## src/rtl/kssl_pkg.sv

```systemverilog
// Operation
// Terminal sends command bytes back to back, free clock; code starts one per byte period, line idle after each frame
// Scan bit once per field, keyboard pulses start
// One data bit per sixteen link clocks
// Terminator key always loads the transmitter
// Transmitter empty drops while key bytes send
// Scan counter pauses while transmitter busy
// Counters held clear until next scan start
// Processor writes status byte each empty flag
// Received byte sets ready flag and interrupt
// Read strobe clears the receive ready flag
// Link clock made from two line-address taps
// Empty scan marks keyboard failed, code 4
// Both ends use the same byte framing
package kssl_pkg;
  // Link timing
  localparam int unsigned CLK_HZ          = 25000000;
  localparam int unsigned BYTE_PERIOD_NS  = 1280000;
  localparam int unsigned BYTE_PERIOD_CYC = BYTE_PERIOD_NS / 40;
  localparam int unsigned FIELD_HZ        = 60;
  localparam int unsigned FIELD_CYC       = CLK_HZ / FIELD_HZ;
  localparam int unsigned OVERSAMPLE      = 16;
  localparam int unsigned FRAME_BITS      = 10;
  localparam int unsigned FAIL_CODE       = 4;
  // Command byte fields
  localparam int unsigned CMD_SCAN_BIT    = 6;
  localparam logic [7:0]  TERMINATOR_KEY  = 8'h7F;
  // Register offsets
  localparam logic [7:0]  REG_STATUS_OFS  = 8'h00;
  localparam logic [7:0]  REG_MASK_OFS    = 8'h04;
  localparam logic [7:0]  REG_TXDATA_OFS  = 8'h08;
  localparam logic [7:0]  REG_RXDATA_OFS  = 8'h0C;
  localparam logic [7:0]  REG_CTRL_OFS    = 8'h10;
  // Status bits
  localparam int unsigned ST_RX_READY     = 0;
  localparam int unsigned ST_TX_EMPTY     = 1;
  localparam int unsigned ST_KBD_FAIL     = 2;
  localparam logic [2:0]  MASK_RESET      = 3'h0;
  localparam logic [7:0]  TXDATA_RESET    = 8'h00;
endpackage : kssl_pkg

```

## src/rtl/kssl_link_if.sv

```systemverilog
`timescale 1ns/1ps
// Wires between terminal and keyboard
interface kssl_link_if;
  logic link_clk;
  logic line_addr_tap_a;
  logic line_addr_tap_b;
  logic term_to_kbd;
  logic kbd_to_term;
  modport terminal (output link_clk, output term_to_kbd, input kbd_to_term,
                    output line_addr_tap_a, output line_addr_tap_b);
  modport keyboard (input link_clk, input term_to_kbd, output kbd_to_term);
endinterface : kssl_link_if

```

## src/rtl/kssl_terminal.sv

```systemverilog
`timescale 1ns/1ps
module kssl_terminal
  import kssl_pkg::*;
#(
  parameter int unsigned BYTE_CYC  = BYTE_PERIOD_CYC,
  parameter int unsigned FIELD_LEN = FIELD_CYC
) (
  // Clock and reset
  input  wire logic        i_clock,
  input  wire logic        i_reset,
  // AHB-Lite slave
  input  wire logic        i_hsel,
  input  wire logic [7:0]  i_haddr,
  input  wire logic [1:0]  i_htrans,
  input  wire logic        i_hwrite,
  input  wire logic [2:0]  i_hsize,
  input  wire logic [31:0] i_hwdata,
  input  wire logic        i_hready,
  output logic [31:0]      o_hrdata,
  output logic             o_hreadyout,
  output logic             o_hresp,
  // Interrupt
  output logic             o_irq,
  // Link
  kssl_link_if.terminal    link
);
  logic [31:0] lba_reg, lba_next;
  logic [31:0] bcnt_reg, bcnt_next, fcnt_reg, fcnt_next;
  logic        scan_pend_reg, scan_pend_next, scan_wait_reg, scan_wait_next;
  logic [3:0]  tph_reg, tph_next, tbit_reg, tbit_next;
  logic [9:0]  tsh_reg, tsh_next;
  logic [7:0]  txd_reg, txd_next, rxd_reg, rxd_next;
  logic        ck_d_reg, rx_d_reg, rbusy_reg, rbusy_next;
  logic [3:0]  rph_reg, rph_next, rbit_reg, rbit_next;
  logic [7:0]  rsh_reg, rsh_next;
  logic [2:0]  st_reg, st_next, mask_reg, mask_next;
  logic        fail_reg, fail_next;
  logic        wr_ph_reg, wr_ph_next, rd_ph_reg, rd_ph_next;
  logic [7:0]  ad_reg, ad_next;
  logic [31:0] rdata_reg, rdata_next;
  logic        link_clk, lrise, kbd_rx_ready, kbd_tx_empty;
  logic        kbd_uart_write_n, kbd_uart_read_n, rx_done, byte_tick, addr_ok;
  // Link clock from two line-address taps
  assign link_clk = lba_reg[3] ^ lba_reg[4];
  assign lrise = link_clk & ~ck_d_reg;
  assign byte_tick = (bcnt_reg == BYTE_CYC - 1);
  assign kbd_rx_ready = st_reg[ST_RX_READY];
  assign kbd_tx_empty = st_reg[ST_TX_EMPTY];
  assign addr_ok = i_hsel & i_hready & i_htrans[1];
  assign kbd_uart_write_n = ~(wr_ph_reg && ad_reg == REG_TXDATA_OFS);
  assign kbd_uart_read_n = ~(rd_ph_reg && ad_reg == REG_RXDATA_OFS);
  // Timing, transmitter, receiver, bus
  always_comb begin
    lba_next = lba_reg + 32'h1;
    bcnt_next = byte_tick ? 32'h0 : bcnt_reg + 32'h1;
    fcnt_next = (fcnt_reg == FIELD_LEN - 1) ? 32'h0 : fcnt_reg + 32'h1;
    scan_pend_next = scan_pend_reg | (fcnt_reg == FIELD_LEN - 1);
    scan_wait_next = scan_wait_reg;
    tph_next = tph_reg; tbit_next = tbit_reg; tsh_next = tsh_reg; txd_next = txd_reg;
    rph_next = rph_reg; rbit_next = rbit_reg; rsh_next = rsh_reg;
    rbusy_next = rbusy_reg; rxd_next = rxd_reg; rx_done = 1'b0;
    st_next = st_reg; mask_next = mask_reg; fail_next = fail_reg;
    // Start a new command byte every byte period
    if (byte_tick) begin
      tsh_next = {1'b1, txd_reg | (scan_pend_reg ? 8'(1 << CMD_SCAN_BIT) : 8'h00), 1'b0};
      tbit_next = 4'(FRAME_BITS); tph_next = 4'h0;
      st_next[ST_TX_EMPTY] = 1'b1;
      if (scan_pend_reg) begin
        if (scan_wait_reg) fail_next = 1'b1;
        scan_pend_next = 1'b0; scan_wait_next = 1'b1;
      end
    end
    if (lrise) begin
      if (tbit_reg != 4'h0) begin
        tph_next = tph_reg + 4'h1;
        if (tph_reg == 4'(OVERSAMPLE - 1)) begin
          tsh_next = {1'b1, tsh_reg[9:1]}; tbit_next = tbit_reg - 4'h1;
        end
      end
      if (!rbusy_reg) begin
        if (!rx_d_reg) begin
          rbusy_next = 1'b1; rph_next = 4'h0; rbit_next = 4'h0;
        end
      end else begin
        rph_next = rph_reg + 4'h1;
        if (rph_reg == 4'(OVERSAMPLE/2 - 1)) begin
          rbit_next = rbit_reg + 4'h1;
          if (rbit_reg >= 4'h1 && rbit_reg <= 4'h8) rsh_next = {rx_d_reg, rsh_reg[7:1]};
          if (rbit_reg == 4'(FRAME_BITS - 1)) begin
            rbusy_next = 1'b0; rxd_next = rsh_reg; rx_done = 1'b1;
          end
        end
      end
    end
    if (rx_done) begin
      scan_wait_next = 1'b0;
      if (rsh_reg == TERMINATOR_KEY) fail_next = 1'b0;
    end
    // Bus writes; hardware set wins over clear
    if (!kbd_uart_write_n) begin
      txd_next = i_hwdata[7:0]; st_next[ST_TX_EMPTY] = 1'b0;
    end
    if (wr_ph_reg && ad_reg == REG_MASK_OFS) mask_next = i_hwdata[2:0];
    if (wr_ph_reg && ad_reg == REG_STATUS_OFS) st_next = st_next & ~i_hwdata[2:0];
    if (!kbd_uart_read_n) st_next[ST_RX_READY] = 1'b0;
    if (rx_done) st_next[ST_RX_READY] = 1'b1;
    if (fail_next & ~fail_reg) st_next[ST_KBD_FAIL] = 1'b1;
    if (byte_tick) st_next[ST_TX_EMPTY] = 1'b1;
    wr_ph_next = addr_ok & i_hwrite;
    rd_ph_next = addr_ok & ~i_hwrite;
    ad_next = addr_ok ? {i_haddr[7:2], 2'b00} : ad_reg;
    case ({i_haddr[7:2], 2'b00})
      REG_STATUS_OFS: rdata_next = {29'h0, st_reg};
      REG_MASK_OFS:   rdata_next = {29'h0, mask_reg};
      REG_TXDATA_OFS: rdata_next = {24'h0, txd_reg};
      REG_RXDATA_OFS: rdata_next = {24'h0, rxd_reg};
      REG_CTRL_OFS:   rdata_next = fail_reg ? 32'(FAIL_CODE) : 32'h0;
      default:        rdata_next = 32'h0;
    endcase
    if (!(addr_ok & ~i_hwrite)) rdata_next = rdata_reg;
  end
  // Register update
  always_ff @(posedge i_clock) begin
    if (i_reset) begin
      lba_reg <= 32'h0; bcnt_reg <= 32'h0; fcnt_reg <= 32'h0; scan_pend_reg <= 1'b0;
      scan_wait_reg <= 1'b0; tph_reg <= 4'h0; tbit_reg <= 4'h0; tsh_reg <= 10'h3FF;
      txd_reg <= TXDATA_RESET; rxd_reg <= 8'h00; ck_d_reg <= 1'b0; rx_d_reg <= 1'b1;
      rbusy_reg <= 1'b0; rph_reg <= 4'h0; rbit_reg <= 4'h0; rsh_reg <= 8'h00;
      st_reg <= 3'h0; mask_reg <= MASK_RESET; fail_reg <= 1'b0; wr_ph_reg <= 1'b0;
      rd_ph_reg <= 1'b0; ad_reg <= 8'h00; rdata_reg <= 32'h0;
    end else begin
      lba_reg <= lba_next; bcnt_reg <= bcnt_next; fcnt_reg <= fcnt_next;
      scan_pend_reg <= scan_pend_next; scan_wait_reg <= scan_wait_next;
      tph_reg <= tph_next; tbit_reg <= tbit_next; tsh_reg <= tsh_next; txd_reg <= txd_next;
      rxd_reg <= rxd_next; ck_d_reg <= link_clk; rx_d_reg <= link.kbd_to_term;
      rbusy_reg <= rbusy_next; rph_reg <= rph_next; rbit_reg <= rbit_next;
      rsh_reg <= rsh_next; st_reg <= st_next; mask_reg <= mask_next; fail_reg <= fail_next;
      wr_ph_reg <= wr_ph_next; rd_ph_reg <= rd_ph_next; ad_reg <= ad_next;
      rdata_reg <= rdata_next;
    end
  end
  // Outputs
  assign link.link_clk = link_clk;
  assign link.line_addr_tap_a = lba_reg[3];
  assign link.line_addr_tap_b = lba_reg[4];
  assign link.term_to_kbd = tsh_reg[0];
  assign o_hrdata = rdata_reg;
  assign o_hreadyout = 1'b1;
  assign o_hresp = 1'b0;
  assign o_irq = |(st_reg & mask_reg);
endmodule : kssl_terminal

```

## src/flat_wrapper.sv

```systemverilog
// flat-port wrapper written by rule: the top's interface ports become plain ports
module kssl_terminal_flat import kssl_pkg::*;
#(
  parameter int unsigned BYTE_CYC  = BYTE_PERIOD_CYC,
  parameter int unsigned FIELD_LEN = FIELD_CYC
)
  (i_clock, i_reset, i_hsel, i_haddr, i_htrans, i_hwrite, i_hsize, i_hwdata, i_hready, o_hrdata, o_hreadyout, o_hresp, o_irq, link_link_clk, link_term_to_kbd, link_kbd_to_term, link_line_addr_tap_a, link_line_addr_tap_b);
  kssl_link_if link_i ();
  input  wire logic i_clock;
  input  wire logic i_reset;
  input  wire logic i_hsel;
  input  wire logic [7:0] i_haddr;
  input  wire logic [1:0] i_htrans;
  input  wire logic i_hwrite;
  input  wire logic [2:0] i_hsize;
  input  wire logic [31:0] i_hwdata;
  input  wire logic i_hready;
  output logic [31:0] o_hrdata;
  output logic o_hreadyout;
  output logic o_hresp;
  output logic o_irq;
  output wire logic [$bits(link_i.link_clk)-1:0] link_link_clk;
  output wire logic [$bits(link_i.term_to_kbd)-1:0] link_term_to_kbd;
  input wire logic [$bits(link_i.kbd_to_term)-1:0] link_kbd_to_term;
  output wire logic [$bits(link_i.line_addr_tap_a)-1:0] link_line_addr_tap_a;
  output wire logic [$bits(link_i.line_addr_tap_b)-1:0] link_line_addr_tap_b;
  assign link_link_clk = link_i.link_clk;
  assign link_term_to_kbd = link_i.term_to_kbd;
  assign link_i.kbd_to_term = link_kbd_to_term;
  assign link_line_addr_tap_a = link_i.line_addr_tap_a;
  assign link_line_addr_tap_b = link_i.line_addr_tap_b;
  kssl_terminal #(.BYTE_CYC(BYTE_CYC), .FIELD_LEN(FIELD_LEN)) u_core (.i_clock(i_clock), .i_reset(i_reset), .i_hsel(i_hsel), .i_haddr(i_haddr), .i_htrans(i_htrans), .i_hwrite(i_hwrite), .i_hsize(i_hsize), .i_hwdata(i_hwdata), .i_hready(i_hready), .o_hrdata(o_hrdata), .o_hreadyout(o_hreadyout), .o_hresp(o_hresp), .o_irq(o_irq), .link(link_i));
endmodule
```

## config.mk

```make
export PLATFORM = sky130hd
export DESIGN_NAME = kssl_terminal_flat
export DESIGN_NICKNAME = d
export VERILOG_FILES = /design/src/rtl/kssl_pkg.sv /design/src/rtl/kssl_link_if.sv /design/src/rtl/kssl_terminal.sv /design/src/flat_wrapper.sv
export SDC_FILE = /design/constraint.sdc
export NUM_CORES = 1
export LEC_CHECK = 0
export BUFFER_PORTS_ARGS = -buffer_cell sky130_fd_sc_hd__buf_4
export CORE_MARGIN = 1.5
export CORE_UTILIZATION = 35
export CTS_CLUSTER_SIZE = 10
export DETAILED_ROUTE_END_ITERATION = 6
export GPL_TIMING_DRIVEN = 1
export HOLD_SLACK_MARGIN = 0.08
export PLACE_DENSITY = 0.52
export SLEW_MARGIN = 25
export SYNTH_ARGS = -nofsm -noshare
export SYNTH_HDL_FRONTEND = slang
export SYNTH_SLANG_ARGS = --single-unit
```

## constraint.sdc

```tcl
create_clock -name i_clock -period 6.4 [get_ports i_clock]
set_input_delay 0.32 -clock i_clock [delete_from_list [all_inputs] [get_ports i_clock]]
set_output_delay 0.32 -clock i_clock [all_outputs]
set_load 0.02 [all_outputs]
```

==> results.txt, run 1 <==
result of the run: finished, final reports clean
count of input and output buffers: 33
count of instances resized after the clock tree is built: 0
max-slew violation count: 0
cts bufs inserted: 17
CP Buf/Inv Count: 1
area leader, netlist: sky130_fd_sc_hd__dfxtp_1
number of global-route vias before repair: 4932
Slowest cell on crit path: sky130_fd_sc_hd__o41ai_4
detailed placer's ending HPWL: 9710 microns
count of nets left with antenna violations after detail routing: 0
Total Power Consumption: 2060 uW
Crit Path Category: reg -> reg
share of the synthesized area in the top cell type: 43.2%
worst slew pin tran: 0.990 ns
post-synthesis cell type count: 60
final number of setup-violating endpoints: 0
CP startpoint kind: flip-flop
period utilisation layout: 41.6%
standard-cell rows: 50
Residual DRC: 0
RSZ-0062 raised after global routing: false
vias per inst: 5.03
worst-path fanout max: 20
Relative slew margins: 34.0%
IR drop worst, VDD: 0.173 mV
worst clock skew: 0.00463 ns
gate family responsible for the most delay along the worst path: compound AO/OA/AOI/OAI gates
overall routed net length: 14400 microns
Net Sw Power: 425 uW
internal portion of total power: 1640 uW
Clock power frac: 51.8%
data required time of the critical path: 6.70 ns
most frequent standard cell in the layout excluding fill and tap cells: sky130_fd_sc_hd__dfxtp_1
leakage power summed over all cells: 0.00300 uW
netlist area before placement: 6810 sq um
largest stage delay on the critical path: 0.82 ns
IO Pins: 90
MaxCap Viol Count: 0
first-pass GRT wire length: 23900 microns
CTS tree: built
commonest cells after routing, fill and taps aside: sky130_fd_sc_hd__dfxtp_1, sky130_fd_sc_hd__nor2_1, sky130_fd_sc_hd__nand3_1
Max Buffers Root-to-Sink: 2
combinational group share of total power: 3.2%
Arrival @ worst endpoint: 2.97 ns
number of instances in the synthesized netlist: 761
fraction of layout instances using a drive strength above 1: 11.7%
register area share after synthesis: 43.2%
DR vias: 5303
clock latency on the worst-skew pair: 0.42 ns
# clock sinks: 147
buffer cell driving the clock tree root: sky130_fd_sc_hd__clkbuf_16
setup_tns: 0 ns
final period demand of the worst path: 2.66 ns
capturing element type of the critical path: flip-flop
worst path cell trace: ha_1 -> nor4b_1 -> nand4_1 -> o41ai_4 -> buf_4 -> nor2_1 -> mux2_2
number of endpoints with negative hold slack in the final report: 0
dominant register cell in the synthesized netlist: sky130_fd_sc_hd__dfxtp_1
Worst-path clk slew: 0.06 ns
Area growth, synth to finish: 14.5%
share of power burned in registers: 45.0%
placeable core region: 18900 sq um
Yosys Warn Count: 0
largest net degree at the start of global routing: 98
Vert. Die Dim: 143 microns
final-stage net count: 845
top area cells in the synthesized netlist: sky130_fd_sc_hd__dfxtp_1, sky130_fd_sc_hd__nor2_1, sky130_fd_sc_hd__mux2i_1
global routing usage summed across all routing layers: 14.7%
global placer's final weighted congestion: 0.768
die area: 20300 sq um
DRC violation total after the first TritonRoute iteration: 331
H-Tree Depth: 4
number of antenna violations at the first check in global routing: 0
synthesized area per cell: 8.95 sq um
antenna fix cells: 0
number of flops mapped to enable cells by yosys: 0
total power per unit cell area: 264 nW/um^2
Max Clk Rate: 0.375 GHz
overflow left after global routing: 0
tightest hold margin: 0.130 ns
count of TritonRoute iterations in the first routing pass: 6
number of synthesized register bits: 147
Initial Util: 36.1%
class of the tightest hold or removal check: in -> reg
DR WL/cell: 13.6 microns
die boundary width: 143 microns
switch share: 20.6%
fraction of synthesis flops using an asynchronous set or reset pin: 0%
stage by stage:
stage / util (%) / worst slack (ns) / instances / instance area [sq um]
after floorplan: - / 4.28 / 785 / 6900
after global placement: 37.8 / 3.74 / 1022 / 7140
after detailed placement: 37.8 / 3.66 / 1022 / 7140
after CTS: 41.2 / 3.65 / 1054 / 7790
after global routing: 41.3 / 3.52 / 1054 / 7800
final: 41.3 / 3.74 / 1054 / 7800
worst register-to-register path: stages, from the launching register on:
cell and delay (ns):
sky130_fd_sc_hd__dfxtp_1 0.37, sky130_fd_sc_hd__ha_1 0.16, sky130_fd_sc_hd__nor4b_1 0.29, sky130_fd_sc_hd__nand4_1 0.22
sky130_fd_sc_hd__o41ai_4 0.82, sky130_fd_sc_hd__buf_4 0.37, sky130_fd_sc_hd__nor2_1 0.07, sky130_fd_sc_hd__mux2_2 0.25
cell usage after synthesis, types with 2 or more instances:
cell	instances
sky130_fd_sc_hd__o21a_1	2
sky130_fd_sc_hd__and3_1	13
sky130_fd_sc_hd__and4_1	6
sky130_fd_sc_hd__ha_1	11
sky130_fd_sc_hd__nand3_1	38
sky130_fd_sc_hd__dfxtp_1	147
sky130_fd_sc_hd__buf_4	27
sky130_fd_sc_hd__a211oi_1	11
sky130_fd_sc_hd__mux4_2	2
sky130_fd_sc_hd__nor2b_1	3
sky130_fd_sc_hd__nand4b_1	7
sky130_fd_sc_hd__conb_1	2
sky130_fd_sc_hd__a31oi_1	5
sky130_fd_sc_hd__and2_1	5
sky130_fd_sc_hd__or3_1	5
sky130_fd_sc_hd__o21ai_0	7
sky130_fd_sc_hd__nor4b_1	2
sky130_fd_sc_hd__a21oi_1	18
sky130_fd_sc_hd__mux2i_1	34
sky130_fd_sc_hd__xor2_1	37
sky130_fd_sc_hd__nor3_1	29
sky130_fd_sc_hd__clkbuf_1	20
sky130_fd_sc_hd__inv_1	15
sky130_fd_sc_hd__o31ai_1	2
sky130_fd_sc_hd__buf_6	5
sky130_fd_sc_hd__nand4_1	26
sky130_fd_sc_hd__nor4_1	28
sky130_fd_sc_hd__buf_2	6
sky130_fd_sc_hd__buf_1	2
sky130_fd_sc_hd__nand2_1	37
sky130_fd_sc_hd__or2_2	4
sky130_fd_sc_hd__nor2_1	136
sky130_fd_sc_hd__mux2_2	7
sky130_fd_sc_hd__nor4_4	3
sky130_fd_sc_hd__nand2b_1	2
sky130_fd_sc_hd__xnor2_1	25
sky130_fd_sc_hd__a22oi_1	9
repair_timing:
item / 4_1_cts / 5_1_grt
hold buffers: 2 / 0
hold endpoints to repair: 2 / 0
setup buffers: 0 / 0
per-layer routing:
metal	vias up	part of all wire [%]	GRT usage [%]
li1	2674	-	-
met3	15	3.9	4.07
met5	-	0	0
met2	105	48	24.5
met4	0	1.2	4.40
met1	2509	47	18.5
power by group through the flow:
stage	combinational, uW	clock [uW]	sequential, uW
after detailed placement	65.0	0	948
final	65.1	1070	928
after global routing	72.7	1140	928
after CTS	66.0	1100	928
after floorplan	59.7	0	947
after global placement	63.8	0	948
final cells by class:
class / count / area [sq um]
flip-flops and latches: 147 / 2940
well taps: 260 / 325
inverters: 15 / 56.3
clock inverters: 11 / 185
fillers: 1886 / 11100
clock buffers: 19 / 443
multi-input cells: 563 / 3550
repair buffers: 39 / 298
kinds of logic after synthesis:
kind of cell | Yosys count | share of synthesized area [%]
adders and majority gates | 11 | 2.02
and+or+nand+nor | 355 | 26.8
muxes | 43 | 6.81
other | 2 | 0.110
AOI/OAI and AO/OA | 66 | 6.76
DFF | 147 | 43.2
buffers and inverters | 75 | 6.28
xor gates and xnor gates | 62 | 7.97
final timing paths:
kind         cells past startpoint                from  slack [ns]                  end
max                              7  u_core.fcnt_reg[0]        3.74  u_core.fcnt_reg[31]
min reg2reg                      1   u_core.tsh_reg[9]        0.45    u_core.tsh_reg[9]
min                              3         i_hwdata[6]        0.13    u_core.txd_reg[6]
max reg2reg                      7  u_core.fcnt_reg[0]        3.74  u_core.fcnt_reg[31]
Power figures use the tool's default switching activity.
==> run 2: changes to the inputs <==
--- a/config.mk
+++ b/config.mk
@@ -12,7 +12,7 @@
 export DETAILED_ROUTE_END_ITERATION = 6
 export GPL_TIMING_DRIVEN = 1
 export HOLD_SLACK_MARGIN = 0.08
-export PLACE_DENSITY = 0.52
+export PLACE_DENSITY = 0.54
 export SLEW_MARGIN = 25
 export SYNTH_ARGS = -nofsm -noshare
 export SYNTH_HDL_FRONTEND = slang
==> constraint.sdc (replaced) <==
create_clock -name i_clock -period 2.4 [get_ports i_clock]
set_input_delay 0.12 -clock i_clock [delete_from_list [all_inputs] [get_ports i_clock]]
set_output_delay 0.12 -clock i_clock [all_outputs]
set_load 0.02 [all_outputs]
==> run 2 against run 1 <==
Sequential share of layout area down 1.3 points. Register-to-register slack worse by 3.6 ns. Clock skew up 0.0092 ns. Die area unchanged. Total power rose to 2.6 times the previous value. Sequential power rose to 2.7 times the previous value. Design area up 3.6%. First-iteration DRC count down 23%. Critical path depth down 1. Global-route usage about the same. Clock power rose to 2.5 times the previous value. Final cell count up 3.4%. Largest power group unchanged.
==> results.txt, run 2 (same netlist as run 1, synthesis figures left out) <==
result of the run: finished, final reports clean
global routing usage summed across all routing layers: 14.7%
RSZ-0062 raised after global routing: false
origin of the worst min-delay path: i_reset
worst-path fanout max: 27
Area growth, synth to finish: 18.6%
number of antenna violations at the first check in global routing: 0
overall routed net length: 14100 microns
endpoint of the lowest-slack register-to-register path: u_core.st_reg[2]
setup_tns: 0 ns
antenna fix cells: 0
DR WL/cell: 12.9 microns
setup slack after layout: 0.170 ns
overflow left after global routing: 0
Net Sw Power: 1280 uW
Layout Cell Area excl Fill: 8080 sq um
largest net degree at the start of global routing: 98
Crit Path Category: reg -> reg
cell count of the worst reg-to-reg path: 6
final number of setup-violating endpoints: 0
Relative slew margins: 54.2%
count of TritonRoute iterations in the first routing pass: 5
Max Clk Rate: 0.448 GHz
combinational group share of total power: 3.9%
count of instances resized after the clock tree is built: 0
data required time of the critical path: 2.77 ns
Arrival @ worst endpoint: 2.60 ns
die area: 20300 sq um
commonest cells after routing, fill and taps aside: sky130_fd_sc_hd__dfxtp_1, sky130_fd_sc_hd__nor2_1, sky130_fd_sc_hd__buf_4
Max Buffers Root-to-Sink: 2
leakage power summed over all cells: 0.00315 uW
worst slew pin tran: 0.687 ns
period utilisation layout: 92.9%
CTS tree: built
reg-to-reg critical path startpoint: u_core.bcnt_reg[0]
setup slack of the worst register-to-register path: 0.17 ns
Clock power frac: 50.2%
fraction of layout instances using a drive strength above 1: 13.9%
Total Power Consumption: 5380 uW
class of the tightest hold or removal check: in -> reg
switch share: 23.8%
Post-Route Utilization: 42.8%
DRC violation total after the first TritonRoute iteration: 254
H-Tree Depth: 4
area after detailed placement: 7320 sq um
worst clock skew: 0.0139 ns
IR drop worst, VDD: 0.519 mV
number of cells on the worst hold path: 4
clock latency on the worst-skew pair: 0.43 ns
postcts setup bufs: 0
final period demand of the worst path: 2.23 ns
first-pass GRT wire length: 23800 microns
IO Pins: 90
DR vias: 5288
Worst-path clk slew: 0.07 ns
die boundary width: 143 microns
Initial Util: 36.1%
global placer's final weighted congestion: 0.742
placeable core region: 18900 sq um
Vert. Die Dim: 143 microns
cts bufs inserted: 17
count of nets left with antenna violations after detail routing: 0
vias per inst: 4.85
MaxCap Viol Count: 0
most frequent standard cell in the layout excluding fill and tap cells: sky130_fd_sc_hd__dfxtp_1
standard-cell rows: 50
number of endpoints with negative hold slack in the final report: 0
detailed placer's ending HPWL: 9350 microns
total power per unit cell area: 666 nW/um^2
hold worst-path end: u_core.tph_reg[0]
buffer cell driving the clock tree root: sky130_fd_sc_hd__clkbuf_16
max-slew violation count: 0
share of power burned in registers: 45.9%
capturing element type of the critical path: flip-flop
CP startpoint kind: flip-flop
number of global-route vias before repair: 4753
count of input and output buffers: 33
Residual DRC: 0
final-stage net count: 879
Place WS: 0.158 ns
# clock sinks: 147
internal portion of total power: 4100 uW
-- run 2: metrics by stage --
| step | cells | hold WS (ns) |
|---|---|---|
| floorplan | 785 | 0.197 |
| global placement | 1042 | 0.304 |
| detailed placement | 1042 | 0.305 |
| CTS | 1090 | 0.187 |
| global route | 1090 | 0.196 |
| finish | 1090 | 0.186 |
-- run 2: worst max-delay path: stages, from the launching register on --
cell                        delay, ns
sky130_fd_sc_hd__dfxtp_1         0.37
sky130_fd_sc_hd__ha_1            0.18
sky130_fd_sc_hd__and4_4          0.25
sky130_fd_sc_hd__nand4_4         0.12
sky130_fd_sc_hd__or4_4           0.75
sky130_fd_sc_hd__a2111oi_2       0.36
sky130_fd_sc_hd__a31o_1          0.13
-- run 2: layout make-up --
| type | instances | area, sq um |
|---|---|---|
| Sequential cell | 147 | 2940 |
| Tap cell | 260 | 325 |
| Fill cell | 1928 | 10800 |
| Clock inverter | 15 | 175 |
| Clock buffer | 17 | 425 |
| Timing Repair Buffer | 73 | 613 |
| Multi-Input combinational cell | 563 | 3540 |
| Inverter | 15 | 56.3 |
-- run 2: how the worst max path moves through the flow --
| stage | to | start | slack [ns] |
|---|---|---|---|
| after global routing | u_core.tsh_reg[4] | u_core.bcnt_reg[0] | 0.02 |
| after detailed placement | u_core.st_reg[2] | u_core.bcnt_reg[0] | 0.16 |
| after floorplan | u_core.tsh_reg[5] | u_core.bcnt_reg[0] | 0.28 |
| after CTS | u_core.st_reg[2] | u_core.bcnt_reg[0] | 0.14 |
| after global placement | u_core.bcnt_reg[29] | u_core.bcnt_reg[0] | 0.19 |
| final | u_core.st_reg[2] | u_core.bcnt_reg[0] | 0.17 |
-- run 2: power by group through the flow --
stage | combinational [uW] | sequential (uW) | clock [uW]
floorplan | 159 | 2520 | 0
global placement | 188 | 2530 | 0
detailed placement | 189 | 2530 | 0
CTS | 210 | 2470 | 2780
global route | 230 | 2470 | 2880
finish | 208 | 2470 | 2700
-- run 2: routing by layer --
layer  up-vias  global-route usage (%)  wire length (microns)
li1       2748                       -                      -
met1      2454                    20.3                   7210
met5         -                       0                      0
met3         9                    4.04                    381
met4         0                    4.40                    123
met2        77                    22.3                   6350
-- run 2: what timing repair did --
item / in CTS / in global routing
hold buffers: 16 / 0
endpoints found under the setup margin: 0 / 0
hold endpoints to repair: 23 / 0
==> run 3: changes to the inputs <==
==> constraint.sdc (replaced) <==
create_clock -name i_clock -period 2 [get_ports i_clock]
set_input_delay 0.1 -clock i_clock [delete_from_list [all_inputs] [get_ports i_clock]]
set_output_delay 0.1 -clock i_clock [all_outputs]
set_load 0.02 [all_outputs]
==> run 3 against run 2 <==
The run now ends with setup timing left. Global-route usage rose by 0.68 points. Critical path depth rose by 1. Design area rose by 6.3%. Flip-flop and latch count did not move. Critical endpoint is now u_core.tbit_reg[2]. Largest cell class unchanged.
==> results.txt, run 3 (same netlist as run 1, synthesis figures left out) <==
# clock sinks: 147
standard-cell rows: 50
cell count of the worst reg-to-reg path: 7
DR WL/cell: 13.3 microns
number of logic stages on the critical path including buffering: 7
final number of setup-violating endpoints: 2
number of endpoints with negative hold slack in the final report: 0
die area: 20300 sq um
count of nets left with antenna violations after detail routing: 0
DRC violation total after the first TritonRoute iteration: 312
number of antenna violations at the first check in global routing: 0
detailed placer's ending HPWL: 9990 microns
number of global-route vias before repair: 5022
tightest hold margin: 0.205 ns
global placer's final weighted congestion: 0.761
worst clock skew: 0.0104 ns
buffer cell driving the clock tree root: sky130_fd_sc_hd__clkbuf_16
Area growth, synth to finish: 26.0%
CP startpoint kind: flip-flop
class of the tightest hold or removal check: in -> reg
antenna fix cells: 0
Residual DRC: 0
DR vias: 5487
count of input and output buffers: 33
Vert. Die Dim: 143 microns
final-stage net count: 930
clock latency on the worst-skew pair: 0.42 ns
Total Power Consumption: 6390 uW
Place WS: -0.0589 ns
die boundary width: 143 microns
Initial Util: 36.1%
final std cells w/o fill: 1141
CP Buf/Inv Count: 1
Slowest cell on crit path: sky130_fd_sc_hd__or4_4
RSZ-0062 raised after global routing: true
period utilisation layout: 101%
largest stage delay on the critical path: 0.65 ns
leakage power summed over all cells: 0.00341 uW
cts bufs inserted: 17
overflow left after global routing: 0
global routing usage summed across all routing layers: 15.4%
placeable core region: 18900 sq um
result of the run: complete, but fails checks
worst path cell trace: ha_4 -> and4_4 -> nand4_4 -> or4_4 -> buf_4 -> o311ai_0 -> a21oi_1
vias per inst: 4.81
number of cells on the worst hold path: 3
largest net degree at the start of global routing: 98
capturing element type of the critical path: flip-flop
MaxCap Viol Count: 0
Max Buffers Root-to-Sink: 2
Crit Path Category: reg -> reg
commonest cells after routing, fill and taps aside: sky130_fd_sc_hd__dfxtp_1, sky130_fd_sc_hd__nor2_1, sky130_fd_sc_hd__buf_4
Arrival @ worst endpoint: 2.31 ns
CTS tree: built
max-slew violation count: 0
violations in the final reports: setup timing
count of TritonRoute iterations in the first routing pass: 4
placed insts: 1088
fraction of layout instances using a drive strength above 1: 20.1%
overall routed net length: 15100 microns
H-Tree Depth: 4
setup slack after layout: -0.0198 ns
IO Pins: 90
setup_tns: -0.0349 ns
worst-path fanout max: 5
total power per unit cell area: 745 nW/um^2
data required time of the critical path: 2.29 ns
gate family responsible for the most delay along the worst path: simple AND/OR/NAND/NOR gates
Max Clk Rate: 0.495 GHz
most frequent standard cell in the layout excluding fill and tap cells: sky130_fd_sc_hd__dfxtp_1
IR drop worst, VDD: 0.524 mV
first-pass GRT wire length: 24600 microns
final period demand of the worst path: 2.02 ns
Worst-path clk slew: 0.06 ns
-- run 3: cell types whose count changed in the layout (fill, tap and decap cells not counted), sizes merged --
cell	delta
inv	-3
clkinvlp	+1
clkbuf	+4
buf	+49
clkinv	-2
or4	+2
-- run 3: timing repair --
| action | in CTS | in global routing |
|---|---|---|
| endpoints found under the hold margin | 23 | 0 |
| hold buffers | 16 | 0 |
| setup endpoints to repair | 45 | 70 |
| setup buffers | 3 | 0 |
| cloned | 1 | 1 |
| pin swaps | 2 | 6 |
| gates resized for setup | 3 | 14 |
-- run 3: per-stage QoR --
stage	instance area [sq um]	utilization, %
2_1_floorplan	6920	-
4_1_cts	8510	45.0
6_report	8590	45.4
3_5_place_dp	7720	40.8
5_1_grt	8590	45.4
3_3_place_gp	7720	40.8
-- run 3: worst register-to-register path: stages, from the launching register on --
cell and delay [ns]:
sky130_fd_sc_hd__dfxtp_2 0.35, sky130_fd_sc_hd__ha_4 0.13, sky130_fd_sc_hd__and4_4 0.22, sky130_fd_sc_hd__nand4_4 0.14
sky130_fd_sc_hd__or4_4 0.65, sky130_fd_sc_hd__buf_4 0.18, sky130_fd_sc_hd__o311ai_0 0.11, sky130_fd_sc_hd__a21oi_1 0.12
-- run 3: cell type report --
cell class,count,area [sq um]
flip-flops and latches,147,2950
clock inverters,11,128
fillers,1906,10300
inverters,15,56.3
clock buffers,21,450
multi-input cells,565,3650
repair buffers,122,1030
well taps,260,325
-- run 3: final timing paths --
path	start	end	slack, ns
setup / recovery	u_core.bcnt_reg[1]	u_core.tbit_reg[2]	-0.02
hold / removal	i_reset	u_core.st_reg[0]	0.21
setup reg to reg	u_core.bcnt_reg[1]	u_core.tbit_reg[2]	-0.02
hold reg to reg	u_core.lba_reg[0]	u_core.lba_reg[0]	0.45
-- run 3: power by group --
part           internal [uW]  switching [uW]  total [uW]
combinational            120             165         284
sequential              2950            15.1        2970
clock                   1880            1270        3140
total                   4950            1450        6390
-- run 3: routing by layer --
metal	GRT usage, %	part of all wire [%]	up-vias	wire, microns
met1	20.5	50	2568	7620
li1	-	-	2860	-
met3	3.43	2.0	7	301
met5	0	0	-	0
met2	23.9	47	52	7070
met4	6.67	0.95	0	144
